## src/docdc_params.svh

```systemverilog
/*
 * Constants of the dual-output clock divider chain: field widths,
 * reset values, frequency steps and prescaler select codes.
 * Assumes inclusion by bare name from the block's design files.
 */
`ifndef DOCDC_PARAMS_SVH
`define DOCDC_PARAMS_SVH

// ****************************************************************
// Field widths
// ****************************************************************
`define DOCDC_DAC_W         10
`define DOCDC_OFFSET_W      5
`define DOCDC_DIV_W         10
`define DOCDC_PRE_W         2
`define DOCDC_FREQ_W        27

// ****************************************************************
// Frequency arithmetic, in hertz
// ****************************************************************
`define DOCDC_STEP_HZ       5000
`define DOCDC_OFFSET_STEP_HZ 2560000
`define DOCDC_RANGE_BASE_HZ 30720000

// ****************************************************************
// Prescaler select codes and reset values
// ****************************************************************
`define DOCDC_PRE_BY1       2'h0
`define DOCDC_PRE_DIV2      2'h1
`define DOCDC_PRE_DIV4      2'h2
`define DOCDC_PRE_DIV8      2'h3
`define DOCDC_RST_DAC       10'h000
`define DOCDC_RST_OFFSET    5'h00
`define DOCDC_RST_DIV       10'h000
`define DOCDC_RST_PRE       2'h0

`endif

```

## src/docdc_pkg.sv

```systemverilog
/*
 * Types of the dual-output clock divider chain: the packed state of
 * each module. Assumes docdc_params.svh is on the include path.
 */
`default_nettype none
`include "docdc_params.svh"

package docdc_pkg;

    // Prescaler state
    typedef struct packed {
        logic [2:0]              cnt;
        logic [`DOCDC_PRE_W-1:0] activeSel;
    } docdc_pre_state_type;

    // Programmable divider state
    typedef struct packed {
        logic [`DOCDC_DIV_W:0]   cnt;
        logic [`DOCDC_DIV_W-1:0] activeCode;
        logic                    activeBypass;
    } docdc_div_state_type;

    // Top-level state
    typedef struct packed {
        logic                       loaded;
        logic [`DOCDC_DAC_W-1:0]    dac;
        logic [`DOCDC_OFFSET_W-1:0] offset;
        logic [`DOCDC_PRE_W-1:0]    refPre;
        logic [`DOCDC_PRE_W-1:0]    mainPre;
        logic [`DOCDC_DIV_W-1:0]    divCode;
        logic                       bypass;
        logic                       refPdnEn;
        logic                       mainPdnEn;
        logic [1:0]                 refPinSync;
        logic [1:0]                 mainPinSync;
        logic                       powerDown;
        logic                       refOut;
        logic                       refOe;
        logic                       mainOut;
        logic                       mainOe;
        logic [`DOCDC_FREQ_W-1:0]   freqHz;
    } docdc_top_state_type;

endpackage
`default_nettype wire

```

## src/docdc_top.sv

```systemverilog
/*
 * Dual-output clock divider chain: master tick, reference prescaler,
 * main prescaler and divider, synchronous output enables, power-down
 * and configuration load. Assumes control pins are asynchronous and
 * host write strobes and stored settings come from logic on clk.
 */
`timescale 1ns/10ps
`default_nettype none
`include "docdc_params.svh"

module docdc_top (
    input  wire logic                       clk,
    input  wire logic                       rstn,
    // Control pins, asynchronous
    input  wire logic                       ref_control_pin,
    input  wire logic                       main_control_pin,
    // Stored settings
    input  wire logic [`DOCDC_DAC_W-1:0]    nvDacWord,
    input  wire logic [`DOCDC_OFFSET_W-1:0] nvOffset,
    input  wire logic [`DOCDC_PRE_W-1:0]    nvRefPrescaler,
    input  wire logic [`DOCDC_PRE_W-1:0]    nvMainPrescaler,
    input  wire logic [`DOCDC_DIV_W-1:0]    nvDivRatio,
    input  wire logic                       nvDividerBypassBit,
    input  wire logic                       nvRefPinShutdownEn,
    input  wire logic                       nvMainPinShutdownEn,
    // Host writes
    input  wire logic                       hostWrite,
    input  wire logic [`DOCDC_DAC_W-1:0]    hostDacWord,
    input  wire logic [`DOCDC_OFFSET_W-1:0] hostOffset,
    input  wire logic [`DOCDC_PRE_W-1:0]    hostRefPrescaler,
    input  wire logic [`DOCDC_PRE_W-1:0]    hostMainPrescaler,
    input  wire logic [`DOCDC_DIV_W-1:0]    hostDivRatio,
    input  wire logic                       hostDividerBypassBit,
    input  wire logic                       hostRefPinShutdownEn,
    input  wire logic                       hostMainPinShutdownEn,
    // Clock outputs with enables
    output logic                            ref_clk_out,
    output logic                            refClkOe,
    output logic                            main_clk_out,
    output logic                            mainClkOe,
    // Status and oscillator trim
    output logic                            oscStopped,
    output logic                            cfgLoaded,
    output logic [`DOCDC_DAC_W-1:0]         oscDacWord,
    output logic [`DOCDC_OFFSET_W-1:0]      oscOffset,
    output logic [`DOCDC_FREQ_W-1:0]        masterFreqHz
);

    // ************************************************************
    // State and helpers
    // ************************************************************
    docdc_pkg::docdc_top_state_type s_q;
    docdc_pkg::docdc_top_state_type s_d;
    logic                           masterTick;
    logic                           refTick;
    logic                           mainPreTick;
    logic                           mainTick;

    // Master frequency from offset and word
    function automatic logic [`DOCDC_FREQ_W-1:0] freqOf(
        input logic [`DOCDC_OFFSET_W-1:0] off,
        input logic [`DOCDC_DAC_W-1:0]    word
    );
        logic [31:0] sum;
        sum = 32'(`DOCDC_RANGE_BASE_HZ)
            + 32'(off) * 32'(`DOCDC_OFFSET_STEP_HZ)
            + 32'(word) * 32'(`DOCDC_STEP_HZ);
        freqOf = sum[`DOCDC_FREQ_W-1:0];
    endfunction

    // ************************************************************
    // Divider chain
    // ************************************************************
    // one master tick
    assign masterTick = !s_q.powerDown;

    docdc_prescaler u_ref_prescaler (
        .clk      (clk),
        .rstn     (rstn),
        .clear    (!s_q.refOe),
        .tickIn   (masterTick),
        .ratioSel (s_q.refPre),
        .tickOut  (refTick)
    );

    docdc_prescaler u_main_prescaler (
        .clk      (clk),
        .rstn     (rstn),
        .clear    (!s_q.mainOe),
        .tickIn   (masterTick),
        .ratioSel (s_q.mainPre),
        .tickOut  (mainPreTick)
    );

    // Main divider after the main prescaler
    docdc_divider u_main_divider (
        .clk       (clk),
        .rstn      (rstn),
        .clear     (!s_q.mainOe),
        .tickIn    (mainPreTick),
        .ratioCode (s_q.divCode),
        .bypass    (s_q.bypass),
        .tickOut   (mainTick)
    );

    // ************************************************************
    // Next state
    // ************************************************************
    always_comb begin
        s_d = s_q;

        // Pin synchronisers
        s_d.refPinSync  = {s_q.refPinSync[0], ref_control_pin};
        s_d.mainPinSync = {s_q.mainPinSync[0], main_control_pin};

        if (!s_q.loaded) begin
            s_d.loaded    = 1'b1;
            s_d.dac       = nvDacWord;
            s_d.offset    = nvOffset;
            s_d.refPre    = nvRefPrescaler;
            s_d.mainPre   = nvMainPrescaler;
            s_d.divCode   = nvDivRatio;
            s_d.bypass    = nvDividerBypassBit;
            s_d.refPdnEn  = nvRefPinShutdownEn;
            s_d.mainPdnEn = nvMainPinShutdownEn;
        end else if (hostWrite) begin
            s_d.dac       = hostDacWord;
            s_d.offset    = hostOffset;
            s_d.refPre    = hostRefPrescaler;
            s_d.mainPre   = hostMainPrescaler;
            s_d.divCode   = hostDivRatio;
            s_d.bypass    = hostDividerBypassBit;
            s_d.refPdnEn  = hostRefPinShutdownEn;
            s_d.mainPdnEn = hostMainPinShutdownEn;
        end

        s_d.powerDown = (s_q.refPdnEn && s_q.refPinSync[1])
                      || (s_q.mainPdnEn && s_q.mainPinSync[1]);

        s_d.refOe  = !s_q.refPinSync[1] && !s_d.powerDown;
        s_d.mainOe = !s_q.mainPinSync[1] && !s_d.powerDown;

        if (!s_q.refOe) begin
            s_d.refOut = 1'b0;
        end else if (refTick) begin
            s_d.refOut = !s_q.refOut;
        end
        if (!s_q.mainOe) begin
            s_d.mainOut = 1'b0;
        end else if (mainTick) begin
            s_d.mainOut = !s_q.mainOut;
        end
        if (!s_d.refOe) begin
            s_d.refOut = 1'b0;
        end
        if (!s_d.mainOe) begin
            s_d.mainOut = 1'b0;
        end

        s_d.freqHz = freqOf(s_q.offset, s_q.dac);
    end

    // ************************************************************
    // State register
    // ************************************************************
    always_ff @(posedge clk or negedge rstn) begin
        if (!rstn) begin
            s_q <= '{loaded:    1'b0,
                     dac:       `DOCDC_RST_DAC,
                     offset:    `DOCDC_RST_OFFSET,
                     refPre:    `DOCDC_RST_PRE,
                     mainPre:   `DOCDC_RST_PRE,
                     divCode:   `DOCDC_RST_DIV,
                     bypass:    1'b0,
                     refPdnEn:  1'b0,
                     mainPdnEn: 1'b0,
                     refPinSync: 2'h3,
                     mainPinSync: 2'h3,
                     powerDown: 1'b0,
                     refOut:    1'b0,
                     refOe:     1'b0,
                     mainOut:   1'b0,
                     mainOe:    1'b0,
                     freqHz:    '0};
        end else begin
            s_q <= s_d;
        end
    end

    // Outputs straight from state
    assign ref_clk_out  = s_q.refOut;
    assign refClkOe     = s_q.refOe;
    assign main_clk_out = s_q.mainOut;
    assign mainClkOe    = s_q.mainOe;
    assign oscStopped   = s_q.powerDown;
    assign cfgLoaded    = s_q.loaded;
    assign oscDacWord   = s_q.dac;
    assign oscOffset    = s_q.offset;
    assign masterFreqHz = s_q.freqHz;

    // ************************************************************
    // Checks
    // ************************************************************
    AST_PDN_OR: assert property (@(posedge clk) disable iff (!rstn)
        s_q.loaded ##0 ((s_q.refPdnEn && s_q.refPinSync[1])
                        || (s_q.mainPdnEn && s_q.mainPinSync[1])) |=> oscStopped)
        else $error("pin power-down request not honoured");

    AST_PDN_FLOATS: assert property (@(posedge clk) disable iff (!rstn)
        oscStopped |-> !refClkOe && !mainClkOe && !ref_clk_out && !main_clk_out)
        else $error("output driven during power-down");

    AST_MAIN_PIN_FLOAT: assert property (@(posedge clk) disable iff (!rstn)
        s_q.mainPinSync[1] |=> !mainClkOe)
        else $error("main output driven while its pin is high");

    AST_NV_LOAD: assert property (@(posedge clk) disable iff (!rstn)
        !cfgLoaded |=> cfgLoaded && oscDacWord == $past(nvDacWord)
                       && s_q.divCode == $past(nvDivRatio))
        else $error("stored settings not loaded after reset");

    AST_HOST_WRITE: assert property (@(posedge clk) disable iff (!rstn)
        cfgLoaded && hostWrite |=> oscDacWord == $past(hostDacWord)
                                  && s_q.mainPre == $past(hostMainPrescaler))
        else $error("host write not applied");

    AST_FREQ: assert property (@(posedge clk) disable iff (!rstn)
        cfgLoaded ##1 1'b1 |-> masterFreqHz == freqOf($past(oscOffset), $past(oscDacWord)))
        else $error("master frequency value wrong");

    AST_ENABLE_LOW_START: assert property (@(posedge clk) disable iff (!rstn)
        $rose(mainClkOe) && !(s_q.bypass && s_q.mainPre == `DOCDC_PRE_BY1)
        |-> !main_clk_out ##1 !main_clk_out)
        else $error("main output started with a short pulse");

    AST_REF_FIRST_EDGE: assert property (@(posedge clk) disable iff (!rstn)
        $rose(refClkOe) && s_q.refPre == `DOCDC_PRE_DIV2
        ##1 refClkOe |-> !ref_clk_out ##1 ref_clk_out)
        else $error("reference first edge not at fixed delay");

    AST_MAIN_LOW_START: assert property (@(posedge clk) disable iff (!rstn)
        $rose(mainClkOe) |-> !main_clk_out)
        else $error("main output enabled high");

    AST_REF_LOW_START: assert property (@(posedge clk) disable iff (!rstn)
        $rose(refClkOe) |-> !ref_clk_out)
        else $error("reference output enabled high");

    AST_REF_PIN_FLOAT: assert property (@(posedge clk) disable iff (!rstn)
        s_q.refPinSync[1] |=> !refClkOe)
        else $error("reference output driven while its pin is high");

    AST_PINS_LOW_DRIVE: assert property (@(posedge clk) disable iff (!rstn)
        !s_q.refPinSync[1] && !s_q.mainPinSync[1] |=> refClkOe && mainClkOe)
        else $error("outputs not enabled with both pins low");

    AST_MAIN_PIN_DRIVE: assert property (@(posedge clk) disable iff (!rstn)
        !s_q.mainPinSync[1] && !s_q.mainPdnEn
        && !(s_q.refPdnEn && s_q.refPinSync[1]) |=> mainClkOe)
        else $error("main output not enabled with its pin low");

    AST_REF_OFF_LOW: assert property (@(posedge clk) disable iff (!rstn)
        !refClkOe |-> !ref_clk_out)
        else $error("disabled reference output not low");

    AST_MAIN_OFF_LOW: assert property (@(posedge clk) disable iff (!rstn)
        !mainClkOe |-> !main_clk_out)
        else $error("disabled main output not low");

    AST_NO_PDN_UNARMED: assert property (@(posedge clk) disable iff (!rstn)
        !s_q.refPdnEn && !s_q.mainPdnEn |=> !oscStopped)
        else $error("power-down without an armed pin");

    AST_REF_MOVES_ON_TICK: assert property (@(posedge clk) disable iff (!rstn)
        s_q.refOe && !refTick |=> $stable(ref_clk_out) || !refClkOe)
        else $error("reference output moved without a tick");

    AST_MAIN_MOVES_ON_TICK: assert property (@(posedge clk) disable iff (!rstn)
        s_q.mainOe && !mainTick |=> $stable(main_clk_out) || !mainClkOe)
        else $error("main output moved without a tick");

endmodule
`default_nettype wire

```

## src/docdc_prescaler.sv

```systemverilog
/*
 * Prescaler dividing a tick stream by 1, 2, 4 or 8.
 * Assumes tickIn comes from logic on clk; a new select is taken
 * only at terminal count or while cleared.
 */
`timescale 1ns/10ps
`default_nettype none
`include "docdc_params.svh"

module docdc_prescaler (
    input  wire logic                    clk,
    input  wire logic                    rstn,
    input  wire logic                    clear,
    input  wire logic                    tickIn,
    input  wire logic [`DOCDC_PRE_W-1:0] ratioSel,
    output logic                         tickOut
);
    docdc_pkg::docdc_pre_state_type s_q;
    docdc_pkg::docdc_pre_state_type s_d;

    // Last count value for a select code
    function automatic logic [2:0] lastCount(input logic [`DOCDC_PRE_W-1:0] sel);
        lastCount = 3'((4'h1 << sel) - 4'h1);
    endfunction

    assign tickOut = tickIn && (s_q.cnt == lastCount(s_q.activeSel));

    // Next state
    always_comb begin
        s_d = s_q;
        if (clear || tickOut) begin
            s_d.cnt       = 3'h0;
            s_d.activeSel = ratioSel;
        end else if (tickIn) begin
            s_d.cnt = 3'(s_q.cnt + 3'h1);
        end
    end

    // State register
    always_ff @(posedge clk or negedge rstn) begin
        if (!rstn) begin
            s_q <= '{cnt: 3'h0, activeSel: `DOCDC_RST_PRE};
        end else begin
            s_q <= s_d;
        end
    end

    AST_PRE_DIV8_SPACING: assert property (@(posedge clk) disable iff (!rstn || clear)
        tickOut && ratioSel == `DOCDC_PRE_DIV8 |=> !tickOut [*7])
        else $error("divide-by-8 prescaler ticked early");

    AST_PRE_SEL_AT_TERM: assert property (@(posedge clk) disable iff (!rstn)
        $changed(s_q.activeSel) |-> $past(tickOut) || $past(clear))
        else $error("prescaler ratio changed away from terminal count");

endmodule
`default_nettype wire

```

## src/docdc_divider.sv

```systemverilog
/*
 * Programmable divider, ratio code + 2 (2 to 1025), with bypass.
 * Assumes tickIn comes from logic on clk; new ratio and bypass are
 * taken at terminal count or while cleared.
 */
`timescale 1ns/10ps
`default_nettype none
`include "docdc_params.svh"

module docdc_divider (
    input  wire logic                    clk,
    input  wire logic                    rstn,
    input  wire logic                    clear,
    input  wire logic                    tickIn,
    input  wire logic [`DOCDC_DIV_W-1:0] ratioCode,
    input  wire logic                    bypass,
    output logic                         tickOut
);
    docdc_pkg::docdc_div_state_type s_q;
    docdc_pkg::docdc_div_state_type s_d;
    logic                           terminal;

    // Terminal when count reaches ratio - 1
    assign terminal = tickIn && (s_q.cnt == 11'({1'b0, s_q.activeCode} + 11'h1));
    assign tickOut  = s_q.activeBypass ? tickIn : terminal;

    // Next state
    always_comb begin
        s_d = s_q;
        if (clear || tickOut) begin
            s_d.cnt          = '0;
            s_d.activeCode   = ratioCode;
            s_d.activeBypass = bypass;
        end else if (tickIn) begin
            s_d.cnt = 11'(s_q.cnt + 11'h1);
        end
    end

    // State register
    always_ff @(posedge clk or negedge rstn) begin
        if (!rstn) begin
            s_q <= '{cnt: '0, activeCode: `DOCDC_RST_DIV, activeBypass: 1'b0};
        end else begin
            s_q <= s_d;
        end
    end

    AST_DIV_BYPASS_THROUGH: assert property (@(posedge clk) disable iff (!rstn)
        s_q.activeBypass |-> tickOut == tickIn && s_q.cnt == 11'h000)
        else $error("bypassed divider does not pass ticks through");

    AST_DIV_MIN_TWO: assert property (@(posedge clk) disable iff (!rstn)
        tickOut && !bypass |=> !tickOut)
        else $error("divider ratio below two");

endmodule
`default_nettype wire

```

## config.mk

```make
export PLATFORM = sky130hd
export DESIGN_NAME = docdc_top
export DESIGN_NICKNAME = d
export VERILOG_FILES = /design/src/docdc_pkg.sv /design/src/docdc_top.sv /design/src/docdc_prescaler.sv /design/src/docdc_divider.sv
export VERILOG_INCLUDE_DIRS = /design/src
export SDC_FILE = /design/constraint.sdc
export NUM_CORES = 1
export LEC_CHECK = 0
export ABC_CLOCK_PERIOD_IN_PS = 10400
export BUFFER_PORTS_ARGS = -buffer_cell sky130_fd_sc_hd__buf_2
export CAP_MARGIN = 15
export CORE_MARGIN = 2
export CORE_UTILIZATION = 50
export CTS_CLUSTER_DIAMETER = 60
export DETAILED_ROUTE_END_ITERATION = 10
export PLACE_DENSITY = 0.73
export REMOVE_ABC_BUFFERS = 1
export SLEW_MARGIN = 20
export SYNTH_ARGS = -nofsm -noshare
export SYNTH_HDL_FRONTEND = slang
export SYNTH_SLANG_ARGS = --single-unit
```

## constraint.sdc

```tcl
create_clock -name clk -period 10.4 [get_ports clk]
set_clock_uncertainty 0.1 [all_clocks]
set_input_delay 0 -clock clk [delete_from_list [all_inputs] [get_ports clk]]
set_output_delay 0 -clock clk [all_outputs]
set_load 0.02 [all_outputs]
```

* After elaboration in Yosys (flattened, before gate mapping)
Index checks and enable logic that the tools add are counted.
W data, S select, Z words.
** Storage, ports and cells
- Flip-flop bits (word level) :: 101
- Input port bits :: 69
- Output and inout bits :: 48
- Word-level logic and storage cells :: 79
** Operators by class
- $add $sub $neg :: 8
- Eq/ne operators :: 8
- Reductions and logical operators :: 20
- Multiply operators :: 2
- Shift operators :: 2
- Muxes and demuxes :: 15
** Operator list (count)
- $mux W32 :: 2
- $add A25 B27 Y27 const A :: 1
- $add A27 B23 Y27 :: 1
- $mux W11 :: 2
- $mul A10 B10 Y20 const B :: 1
- $mul A5 B10 Y15 const B :: 1
- $mux W3 :: 4
- $add A10 B1 Y11 const B :: 1
- $add A11 B1 Y11 const B :: 1
- $eq A11 B11 Y1 :: 1
- $logic_not A1 Y1 :: 8
- $logic_and A1 B1 Y1 :: 7
- $mux W1 :: 7
- $add A3 B1 Y3 const B :: 2
- $eq A3 B3 Y1 :: 2
- $ne A3 B2 Y1 const B :: 2
- $shl A1 B2 Y3 const A :: 2
- $sub A3 B1 Y3 const B :: 2
- $logic_or A1 B1 Y1 :: 4
- $ne A2 B1 Y1 const B :: 2
- $ne A2 B2 Y1 const B :: 1
- $reduce_bool A2 Y1 :: 1

* Logic depth before layout (Yosys ltp)
- Word-level depth :: 9
- Gate-level depth with buffers :: 26
- Depth with buffers taken out :: 26

* Modules after synthesis
Synthesis repeated with hierarchy kept, for this count alone.
** Second synthesis, totals
- Cells, all modules :: 837
- Area total of the unflattened synthesis :: 7978.9 um^2
** Modules (own cells, without submodules)
- docdc_top :: area an instance 5624.1 um^2, cells each 577, instances 1, seq. area each 1656.6 um^2
- docdc_divider :: area an instance 1779.2 um^2, cells each 210, instances 1, seq. area each 550.5 um^2
- docdc_prescaler :: area an instance 287.8 um^2, cells each 25, instances 2, seq. area each 125.1 um^2

* Worst setup path before layout
OpenSTA, ideal clock, no wires.
- Path type :: register -> register
- From :: register s_q, in the netlist oscDacWord[7]
- To :: register s_q, in the netlist masterFreqHz[26]
- Period minus slack after synthesis :: 5475 ps
- Arrival time :: 5296 ps
- Required time :: 10221 ps
- Setup time :: 79 ps
- Slack :: 4925 ps
- Stages on the path, launching flop included :: 26
- Cell sequence :: dfrtp_1 -> inv_1 -> fa_1 -> inv_1 -> ha_1 -> inv_1 -> fa_1 -> inv_1 -> ha_1 -> ha_1 -> ha_1 -> and3_1 -> a21oi_1 -> a31oi_1 -> a21o_1 -> a21oi_1 -> xor2_1 -> ha_1 -> inv_1 -> ha_1 -> or2_2 -> a21oi_1 -> a21oi_1 -> a21o_1 -> a21oi_1 -> xor2_1
** RTL lines
- start, declared :: line docdc_top.sv:52 : docdc_pkg::docdc_top_state_type s_q;
- start signal, assigned :: line docdc_top.sv:168 : s_q <= '{loaded: 1'b0,

==> results summary <==
The data arrival time of the critical path is roughly 6.2 ns. The worst setup path is of the flop to flop kind. The floorplan row count came out at 44. The critical path's top delay family is adder cells. The switching power came out at 1.49 mW. The number of antenna diodes in the final layout is 0. The maximum frequency from static timing analysis is between 150 and 200 MHz.

The internal power component is about 1.8 mW. The final count of pins violating max slew came out at 0. The via count of the first global-routing pass is roughly 5700. Counting the fill cells in the layout gives between 1000 and 1500.

For this design the ratio of total power to cell area is approximately 370 nW/um2. The wire length after detailed routing came out at approximately 15000 um. The part of the total power dissipated in combinational logic is 0.727. The H-tree depth reported by CTS came out at 3. The clock latency reported for the late side of the worst-skew pair came out at between 0.3 and 0.4 ns. The number of buffers inserted during clock tree synthesis came out at 9.

The worst slew margin relative to its limit is 0.282. The top cell types in the final layout, fill and taps aside, are buf_2, ha_1, dfrtp_1, inv_1, dlygate4sd3_1. The initial antenna violation count was 0. Counting flops with an async set or reset pin after synthesis yields a share of 1.00. The worst stage delay on the critical path came out at about 0.57 ns. In the global route stage, overall resource usage came out at 0.199.

The type of the tightest min-delay check is primary input to asynchronous set/reset pin. The total number of nets in the final design is 1087. The overall power came out at about 3.3 mW. The core area is roughly 15000 um2. The total of buffers placed on input and output ports is 113. The worst-case IR drop observed on VDD is about 0.73 mV. The slew at the pin with the worst max-slew slack came out at 1.08 ns. The count of flip-flops with a built-in enable after synthesis is 0. The type of destination of the critical path is a flop. The largest fanout on the critical path came out at 6. In the routed design, unresolved DRC markers number 0.

The slowest stage of the critical path is the fa_1 cell. The share of total power dissipated in sequential elements is 0.167. The share of synthesized area occupied by flip-flops and latches is 0.328. The via count is 5697. The clock period could shrink to ~6 ns.

The flow ran to the end, and the final reports show no timing, DRC or antenna violations. The total count of hold-check failures in the final report is 0. Setup violations remaining at the end of the flow were counted as 0. For this configuration, the core starts out at a cell density of 0.513. The buffer type at the clock tree root is clkbuf_16. The cell count after synthesis came out at between 700 and 800. The tool flagged a number of max-cap violations equal to 0.

The netlist area before placement is about 7500 um2. The number of synthesis warnings came out at 0. The primary flip-flop cell chosen by synthesis mapping is dfrtp_1.

The synthesized flop and latch total is 98. The type of element launching the critical path is a flop. The global route total overflow came out at 0.

The clock share of power came out at 0.106. The most numerous cell type found on the critical path is ha_1. The switching power share of the total came out at 0.458. The count of nets left with antenna violations once routing finished came out at 0. The final sum of negative setup slack is 0 ns. The synthesized netlist contains 57 unique library cells.

The wire length of the first global-routing pass came out at 26000 um. The maximum number of pins on one net before global-route repair is between 60 and 70. The post-placement cell count came out at between 900 and 1000. The area added between synthesis and finish is 18.7%. The mean area per synthesized cell is approximately 10 um2.

Leaving out fill and tap cells, the most frequent cell in the layout is buf_2. The average routed wire per standard cell is roughly 14 um. The part of the cycle the worst path needs came out at 0.580. The die covers 16000 um2. The maximum clock insertion buffer count is 2. Routability-driven placement finished with a final weighted congestion of 0.864. The number of non-filler instances in the completed layout came out at ~1100. The CTS tree is done. The y dimension of the die came out at approximately 130 um. The fraction of layout instances using a drive strength above 1 came out at 0.176. The first detailed-routing pass ran for 4 iterations. The boundary pin count came out at 117. After clock tree synthesis, the clock-pin slew on the worst setup and hold paths is ~0.07 ns.

The number of clock sinks came out at between 90 and 100. The half-perimeter wire length of the detailed placement result is about 11000 um. The required time reported for the critical path endpoint came out at 10.58 ns. The width of the die came out at between 100 and 150 um. The number of buffers and inverters on the critical path is 5. The per-cell via count in the routed design came out at ~5.3. The first-iteration detailed-routing DRC count is around 250. Post-CTS repair changed the size of 0 cells. For this design the static power due to leakage is 4.47 nW. Setup repair after global routing left no endpoint under its margin.
-- metal layers --
layer  share of wire  vias up  track usage
met3           0.030       23       0.0384
met4           0.015        0       0.0582
met5               0        -            0
met1            0.44     2764        0.247
met2            0.51       85        0.352
li1                -     2825            -
-- worst paths after layout --
check | cells after the start | slack (ns) | startpoint | to
min | 2 | 0.03 | rstn | ref_clk_out
max in group asynchronous | 3 | 8.92 | rstn | cfgLoaded
min reg2reg | 0 | 0.26 | s_d[35] | s_q[35]
max | 25 | 4.37 | oscDacWord[7] | masterFreqHz[26]
max reg2reg | 25 | 4.37 | oscDacWord[7] | masterFreqHz[26]
min in group clk | 2 | 0.20 | main_control_pin | s_d[33]
-- power groups by stage --
| stage | clock [mW] | combinational (mW) | sequential, mW |
|---|---|---|---|
| 6_report | 0.345 | 2.37 | 0.545 |
| 2_1_floorplan | 0 | 1.82 | 0.600 |
| 5_1_grt | 0.371 | 2.69 | 0.554 |
| 3_3_place_gp | 0 | 2.32 | 0.550 |
| 4_1_cts | 0.355 | 2.39 | 0.546 |
| 3_5_place_dp | 0 | 2.34 | 0.551 |
-- cell families (layout without fill, tap and decap cells) --
kind of cell,Yosys count,count (layout),synth area share
and+or+nand+nor,166,166,0.107
buffers and inverters,139,277,0.0926
AOI/OAI and AO/OA,126,126,0.107
adders and majority gates,125,125,0.231
DFF,98,98,0.328
xor gates and xnor gates,52,52,0.0609
muxes,50,50,0.0717
other,2,4,0.00100
-- Yosys cell counts (17+ instances only) --
cell / n / area [um2]
nand2_1: 27 / 101
mux2i_1: 36 / 360
xor2_1: 23 / 201
a21oi_1: 56 / 280
xnor2_1: 29 / 254
dfrtp_1: 94 / 2350
ha_1: 103 / 1290
inv_1: 80 / 300
nand3_1: 17 / 85.1
buf_4: 43 / 323
nor2_1: 60 / 225
fa_1: 22 / 440
-- registers in the layout, indices dropped and copies added (netlist names), 2 cells and up --
name and flops:
masterFreqHz 24, u_main_divider.s_q 22, s_q 19, oscDacWord 10, oscOffset 5, u_main_prescaler.s_q 5
u_ref_prescaler.s_q 5, s_d 2
-- through the flow --
step / hold slack [ns] / cell area, um2 / setup WS, ns / utilization
3_3_place_gp: -0.131 / 7910 / 4.45 / 0.542
3_5_place_dp: -0.124 / 7910 / 4.39 / 0.542
6_report: 0.0296 / 8880 / 4.37 / 0.609
4_1_cts: 0.0422 / 8880 / 4.34 / 0.609
5_1_grt: 0.0688 / 8880 / 3.95 / 0.609
2_1_floorplan: -0.396 / 7100 / 4.77 / -
-- repair_timing --
item	CTS	global route
hold buffers	67	0
hold endpoints to repair	66	0
buffers inserted	0	0
-- area by class of cell --
class | count | area [um2] | share of cell area
multi-input cells | 523 | 4340 | 0.489
flip-flops and latches | 98 | 2460 | 0.277
repair buffers | 181 | 1250 | 0.140
inverters | 80 | 300 | 0.0338
clock buffers | 11 | 243 | 0.0273
well taps | 184 | 230 | 0.0259
clock inverters | 5 | 61.3 | 0.00690
(Power assumes the default switching activity.)
